--- config.mk ---
export PLATFORM = sky130hd
export DESIGN_NAME = sisw_switch_config
export DESIGN_NICKNAME = d
export VERILOG_FILES = /design/src/hdl/sisw_pkg.sv /design/src/hdl/sisw_out_policy.sv /design/src/hdl/sisw_switch_config.sv
export SDC_FILE = /design/constraint.sdc
export NUM_CORES = 1
export LEC_CHECK = 0
export BUFFER_PORTS_ARGS = -buffer_cell sky130_fd_sc_hd__buf_2
export CAP_MARGIN = 20
export CORE_MARGIN = 2
export CORE_UTILIZATION = 40
export DETAILED_ROUTE_END_ITERATION = 16
export PLACE_DENSITY_LB_ADDON = 0.12
export SLEW_MARGIN = 20
export SYNTH_ARGS = -nofsm -noshare
export SYNTH_HDL_FRONTEND = slang
export SYNTH_SLANG_ARGS = --single-unit
--- constraint.sdc ---
create_clock -name clk -period 3 [get_ports clk]
set_clock_uncertainty 0.05 [all_clocks]
set_input_delay 0.6 -clock clk [delete_from_list [all_inputs] [get_ports clk]]
set_output_delay 0.6 -clock clk [all_outputs]
set_load 0.01 [all_outputs]
--- src/hdl/sisw_pkg.sv ---
// Package of constants for the switch configuration loader
package sisw_pkg;
    localparam int SW_W       = 8;
    localparam int CFG_W      = 16;
    localparam int SW_VSEL_LO = 0;
    localparam int SW_VSEL_HI = 1;
    localparam int SW_DIAG_LO = 2;
    localparam int SW_DIAG_HI = 3;
    localparam int SW_HOLD    = 4;
    localparam int SW_MEM     = 5;
    localparam int OUT_W      = 32;
    // Edges spent filling the pin synchronisers before the one-time sample
    localparam logic [1:0] SYNC_WAIT = 2'h3;
    localparam logic [2:0] BYTES_4 = 3'h4;
    localparam logic [2:0] BYTES_3 = 3'h3;
    localparam logic [2:0] BYTES_2 = 3'h2;
    localparam logic [2:0] BYTES_1 = 3'h1;
    localparam logic [1:0] DIAG_M0 = 2'h0;
    localparam logic [1:0] DIAG_M1 = 2'h1;
    localparam logic [1:0] DIAG_M2 = 2'h2;
    localparam logic [2:0] DIAG_B0 = 3'h0;
    localparam logic [2:0] DIAG_B4 = 3'h4;
    localparam logic [2:0] DIAG_B6 = 3'h6;
    localparam logic [31:0] OUT_OFF = 32'h0000_0000;
    localparam logic [CFG_W-1:0] CFG_RST = 16'h0000;
    // Fieldbus states seen by the output policy
    localparam logic [3:0] FB_INIT   = 4'h1;
    localparam logic [3:0] FB_PREOP  = 4'h2;
    localparam logic [3:0] FB_SAFEOP = 4'h4;
    localparam logic [3:0] FB_OP     = 4'h8;
    typedef enum logic [3:0] {
        LD_IDLE = 4'h1,
        LD_SAMP = 4'h2,
        LD_MEM  = 4'h4,
        LD_DONE = 4'h8
    } sisw_ld_e;
endpackage

--- src/hdl/sisw_out_policy.sv ---
// Valve output policy on communication error or idle
`timescale 1ns/1ns
module sisw_out_policy (
    input  wire logic                    clk,
    input  wire logic                    nrst,
    input  wire logic                    cfg_valid,
    input  wire logic                    hold_sel,
    input  wire logic [2:0]              out_bytes,
    input  wire logic [3:0]              fb_state,
    input  wire logic                    comm_err,
    input  wire logic [sisw_pkg::OUT_W-1:0] out_data,
    output logic      [sisw_pkg::OUT_W-1:0] valve_out
);
    import sisw_pkg::*;

    logic [OUT_W-1:0] valve_q;
    logic [OUT_W-1:0] valve_d;
    logic [OUT_W-1:0] size_mask;
    logic             idle;
    logic             fault;

    // Only operational counts as running; anything else is idle
    assign idle  = (fb_state == FB_INIT) || (fb_state == FB_PREOP)
                || (fb_state == FB_SAFEOP) || (fb_state != FB_OP);
    assign fault = idle || comm_err || !cfg_valid;
    assign size_mask = (out_bytes == BYTES_1) ? 32'h0000_00FF :
                       (out_bytes == BYTES_2) ? 32'h0000_FFFF :
                       (out_bytes == BYTES_3) ? 32'h00FF_FFFF : 32'hFFFF_FFFF;
    assign valve_d = !fault ? (out_data & size_mask) :
                     (hold_sel && cfg_valid) ? valve_q : OUT_OFF;

    always_ff @(posedge clk) begin
        if (!nrst) begin
            valve_q <= OUT_OFF;
        end else begin
            valve_q <= valve_d;
        end
    end
    assign valve_out = valve_q;
endmodule // sisw_out_policy

--- src/hdl/sisw_switch_config.sv ---
// Top of the power-up switch configuration loader
//
// Overview of operation
// - Switches 1,2 pick 4/3/2/1 output bytes
// - Switches 3,4 pick diag mode 0/1/2
// - Switch 5: clear or hold outputs on fault
// - Init, preop, safeop states count as idle
// - Interrupted communication is error; policy persists
// - Switch 6 on: compare memory, flag mismatch
// - Switch 6 off: store present manifold layout
// - Sample switches only at power-up
// - All switches default to off
// - Switches 7 and 8 ignored
`timescale 1ns/1ns
module sisw_switch_config (
    input  wire logic                          clk,
    input  wire logic                          nrst,
    input  wire logic [sisw_pkg::SW_W-1:0]     sw_in,
    input  wire logic [sisw_pkg::CFG_W-1:0]    manifold_cfg,
    input  wire logic [3:0]                    fb_state,
    input  wire logic                          comm_err,
    input  wire logic [sisw_pkg::OUT_W-1:0]    out_data,
    output logic      [sisw_pkg::OUT_W-1:0]    valve_out,
    output logic      [2:0]                    out_bytes,
    output logic      [1:0]                    diag_mode,
    output logic      [2:0]                    diag_bytes,
    output logic                               hold_sel,
    output logic                               mem_mode,
    output logic                               cfg_valid,
    output logic                               cfg_mismatch,
    output logic                               mem_wr,
    output logic      [sisw_pkg::CFG_W-1:0]    mem_wdata
);
    import sisw_pkg::*;

    ////////////////////////////////////////////////////////////////////////////
    // Decoding functions
    function automatic logic [2:0] vsel_bytes(input logic [1:0] s);
        case (s)
            2'h0: vsel_bytes = BYTES_4;
            2'h1: vsel_bytes = BYTES_3;
            2'h2: vsel_bytes = BYTES_2;
            default: vsel_bytes = BYTES_1;
        endcase
    endfunction

    function automatic logic [1:0] diag_of(input logic [1:0] s);
        case (s)
            2'h0: diag_of = DIAG_M0;
            2'h1: diag_of = DIAG_M1;
            default: diag_of = DIAG_M2;
        endcase
    endfunction

    ////////////////////////////////////////////////////////////////////////////
    // Synchronisers for switch pins and manifold sense lines
    logic [SW_W-1:0]  sw_m_q;
    logic [SW_W-1:0]  sw_s_q;
    logic [CFG_W-1:0] mf_m_q;
    logic [CFG_W-1:0] mf_s_q;

    always_ff @(posedge clk) begin
        if (!nrst) begin
            sw_m_q <= '0;
            sw_s_q <= '0;
            mf_m_q <= CFG_RST;
            mf_s_q <= CFG_RST;
        end else begin
            sw_m_q <= sw_in;
            sw_s_q <= sw_m_q;
            mf_m_q <= manifold_cfg;
            mf_s_q <= mf_m_q;
        end
    end

    ////////////////////////////////////////////////////////////////////////////
    // Load sequence: wait for synchroniser to fill, sample once, then freeze
    sisw_ld_e         st_q;
    sisw_ld_e         st_d;
    logic [1:0]       ver_q;
    logic [1:0]       ver_d;
    logic [CFG_W-1:0] store_q;
    logic             store_vld_q;
    logic [2:0]       ob_q;
    logic [1:0]       dm_q;
    logic [2:0]       db_q;
    logic             hs_q;
    logic             mm_q;
    logic             mis_q;
    logic             mw_q;
    logic             cv_q;
    logic             sample;
    logic             compare;
    logic [1:0]       dm_new;

    // Four idle cycles before the sample; both synchroniser stages hold real pin levels by then
    assign ver_d  = (st_q == LD_IDLE) ? ver_q + 2'h1 : ver_q;
    assign sample = (st_q == LD_SAMP);
    assign dm_new = diag_of({sw_s_q[SW_DIAG_LO], sw_s_q[SW_DIAG_HI]});
    // Memory lives in a retained register; content kept across reset
    assign compare = sample && sw_s_q[SW_MEM] && store_vld_q;

    always_comb begin
        st_d = st_q;
        case (st_q)
            LD_IDLE: if (ver_q == SYNC_WAIT) st_d = LD_SAMP;
            LD_SAMP: st_d = LD_MEM;
            LD_MEM:  st_d = LD_DONE;
            LD_DONE: st_d = LD_DONE;
            default: st_d = LD_IDLE;
        endcase
    end

    always_ff @(posedge clk) begin
        if (!nrst) begin
            st_q  <= LD_IDLE;
            ver_q <= 2'h0;
            cv_q  <= 1'b0;
        end else begin
            st_q  <= st_d;
            ver_q <= ver_d;
            // Registered so the valid flag leaves the block glitch-free
            cv_q  <= sample || cv_q;
        end
    end

    // Switches 7 and 8 are never read
    always_ff @(posedge clk) begin
        if (!nrst) begin
            ob_q  <= BYTES_4;
            dm_q  <= DIAG_M0;
            db_q  <= DIAG_B0;
            hs_q  <= 1'b0;
            mm_q  <= 1'b0;
            mis_q <= 1'b0;
            mw_q  <= 1'b0;
        end else begin
            mw_q <= sample && !sw_s_q[SW_MEM];
            if (sample) begin
                ob_q <= vsel_bytes({sw_s_q[SW_VSEL_LO], sw_s_q[SW_VSEL_HI]});
                dm_q <= dm_new;
                db_q <= (dm_new == DIAG_M0) ? DIAG_B0 :
                        (dm_new == DIAG_M1) ? DIAG_B4 : DIAG_B6;
                hs_q <= sw_s_q[SW_HOLD];
                mm_q <= sw_s_q[SW_MEM];
            end
            if (compare && (store_q != mf_s_q)) begin
                mis_q <= 1'b1;
            end
        end
    end

    // Configuration memory: written on power-up in normal mode only
    always_ff @(posedge clk) begin
        if (sample && !sw_s_q[SW_MEM]) begin
            store_q     <= mf_s_q;
            store_vld_q <= 1'b1;
        end else if (store_vld_q !== 1'b1) begin
            store_q     <= CFG_RST;
            store_vld_q <= 1'b0;
        end
    end

    assign out_bytes    = ob_q;
    assign diag_mode    = dm_q;
    assign diag_bytes   = db_q;
    assign hold_sel     = hs_q;
    assign mem_mode     = mm_q;
    assign cfg_valid    = cv_q;
    assign cfg_mismatch = mis_q;
    assign mem_wr       = mw_q;
    assign mem_wdata    = store_q;

    ////////////////////////////////////////////////////////////////////////////
    // Output stage
    sisw_out_policy u_pol (
        .clk       (clk),
        .nrst      (nrst),
        .cfg_valid (cfg_valid),
        .hold_sel  (hs_q),
        .out_bytes (ob_q),
        .fb_state  (fb_state),
        .comm_err  (comm_err),
        .out_data  (out_data),
        .valve_out (valve_out)
    );
endmodule // sisw_switch_config

==> reports/results.ini <==
[run]
maxCapViolCount = 0

[logic_synthesis]
synth.area.mux_share = 0.00254
syn_inst = 339
synth_edf_count = 16
yosysMostFrequentCell = dfxtp_1
ys_ff_latch = 110
synth-adder-area-share = 0.0127
yosysTopAreaCellShare = 0.477
yosysTopAreaCell = dfxtp_1
seq_area_frac_synth = 0.599
synth_top_family_by_area = simple AND/OR/NAND/NOR gates
netlist_area_um2 = 3940
synthSimpleGateAreaFrac = 0.208
synthTopCellsByCount = dfxtp_1, and2_1, nor2b_1
syn_nets = 406
synth.area.top_cells = dfxtp_1, edfxtp_1, and2_1, a22oi_1, nor2b_1
postSynth.asyncResetShare = 0
yosysWarningCount = 0
synth_cell_types = 37
synth-xor-area-share = 0.0444
synth_compound_area_frac = 0.104
ys.flop_type = dfxtp_1
postSynthAreaPerCell_um2 = 11.6

[place]
finalWeightedCongestion = 0.715
dpl.hpwl_um = 5190
placed_area_um2 = 4650
io_buffers = 120

[clock_network]
insertion_delay_ps = 360
cts-htree-levels = 3
cts.repair.resized = 0
root_buffer = clkbuf_8
cts_setup_buffers = 0
cts.sinks = 110
cts_tree = done
clk_pin_slew_ps = 100
cts.path.max_buffers = 2
numCtsBuffers = 9
postCtsHoldBufs = 0

[floorplan]
initial_core_util = 0.407
coreArea_um2 = 9680
num_rows = 36
die_x_um = 103
floorplan.die_area_um2 = 10700
io_pins = 124
die_h_um = 103

[setup_path]
startpoint = st_q[3]
crit_path_end_kind = flop
critPathLaunchType = flop
crit_path_cell_trace = or4b_1 > o21ai_1 > buf_4
r2r_start = st_q[3]
cp_data_required_time_ps = 3010
slowest_stage = or4b_1
rr_worst_depth = 3
crit_fanout = 16
r2r_end = mem_wdata[7]
arrival_ps = 1970
max_stage_delay_ps = 750
r2r_slack_ps = 1040
criticalPathCategory = flop to flop

[run_status]
status = complete, no violations

[power]
p_per_area_nw_per_um2 = 541
p_leak_nw = 2.05
ir_drop_mv = 0.305

[routing]
viasPerCell = 4.46
wl_per_cell_um = 12.4
antenna_left = 0
drc = 0
num_vias = 2643
wirelength_um = 7330
firstDrtPassIters = 4
drt_iter0_drc = 87

[grt]
gr-total-overflow = 0
grt_pass1_wl_um = 11700
antenna_found_initial = 0
grt_pass1_vias = 2454
grt_max_degree = 53
grt_usage = 0.143

[layout]
final_area_um2 = 4820
drive_above_1_share = 0.325
n_antenna_cell = 0
area_delta_synth_final_pct = 22.2
nets = 522
fillers = 931

[timing]
drv_slew = 0
finalCritPeriodShare = 0.655
tns_ps = 0
rsz0062_at_grt = false
setup_viol = 0
hold_viol = 0
slew-limit-headroom = 0.506
worstMarginPinSlew_ps = 730
max_freq_mhz = 509
fin_crit_ps = 1960

[hold_path]
hp-class = input pin to flop
whs_path_depth = 2
hp-start = manifold_cfg[3]
min_to = mf_m_q[3]

[cell families after synthesis]
| logic type | Yosys count |
|---|---|
| AND/OR/NAND/NOR | 134 |
| other | 1 |
| buffers and inverters | 21 |
| multiplexers | 1 |
| XOR/XNOR | 20 |
| AO/OA/AOI/OAI | 48 |
| flip-flops | 110 |
| adder cells (fa/ha/maj) | 4 |
[layout by cell type (no fill, tap or decap), types with 2 or more instances in the layout]
cell        synthesis  final
xnor2_1            17     17
clkinv_4            0      2
o21ai_0             5      4
or2_2               2      2
inv_1               3      3
buf_4               2      2
ha_1                4      4
clkbuf_8            0      9
dfxtp_1            94     94
nand2_1            13     13
nor2_1              4      4
edfxtp_1           16     16
a21boi_0            5      5
nor3b_1             2      2
nand4_1             4      4
a22oi_2             3      3
nor3_1              2      2
clkinvlp_4          0      2
nor4b_1             3      2
a22oi_1            29     29
and2_1             63     63
xor2_1              3      3
nor2b_1            33     33
a211oi_4            3      3
buf_2               1    120
[registers in the layout (all words and copies together), names as in the netlist]
name	flops
mem_wr	1
store_vld_q	1
mf_s_q	16
mf_m_q	16
u_pol.valve_out	32
diag_bytes	2
hold_sel	1
cfg_mismatch	1
mem_wdata	16
st_q	4
sw_s_q	6
mem_mode	1
ver_q	2
out_bytes	3
cfg_valid	1
diag_mode	1
sw_m_q	6
[routing by layer]
layer	up-vias	track usage	routed length, um
met4	0	0.0698	121
met5	-	0	0
met3	10	0.0403	506
met1	1185	0.190	3400
met2	78	0.214	3300
li1	1370	-	-
[where the power goes]
part           internal (mW)  switching [mW]  leakage (nW)
Sequential              1.57          0.0387         0.962
Combinational          0.120           0.106          1.01
Clock                  0.299           0.475        0.0783
[worst max-delay path, delay by kind of cell, from the launching register on]
kind	cells	cell delay, ps
AND/OR/NAND/NOR	1	750
buffers and inverters	1	270
flip-flops	1	380
AO/OA/AOI/OAI	1	210
[stage by stage]
stage | worst slack (ps) | cells | utilization | hold WS, ps | total power [mW]
floorplan | 353 | 339 | - | 362 | 1.76
global placement | 810 | 577 | 0.480 | 365 | 1.86
detailed placement | 780 | 577 | 0.480 | 368 | 1.87
CTS | 1020 | 592 | 0.497 | 361 | 2.65
global route | 939 | 592 | 0.497 | 360 | 2.74
finish | 1040 | 592 | 0.497 | 385 | 2.60
[worst max-delay path by stage]
stage                                to  slack, ps  depth (start not counted)
floorplan                  mem_wdata[0]        350                          3
global placement    u_pol.valve_out[25]        810                          5
detailed placement   u_pol.valve_out[3]        780                          5
CTS                        mem_wdata[8]       1020                          3
global route               mem_wdata[8]        940                          3
finish                     mem_wdata[7]       1040                          3
[area by class of cell]
type                       instances  area (um^2)  area share
clock inverter                     5         37.5     0.00779
timing repair buffer             123          636       0.132
clock buffer                      10          128      0.0265
multi-input combinational        208         1480       0.306
sequential                       110         2360       0.491
inverter                           3         11.3     0.00234
tap                              133          166      0.0346
Power figures use the tool's default switching activity.
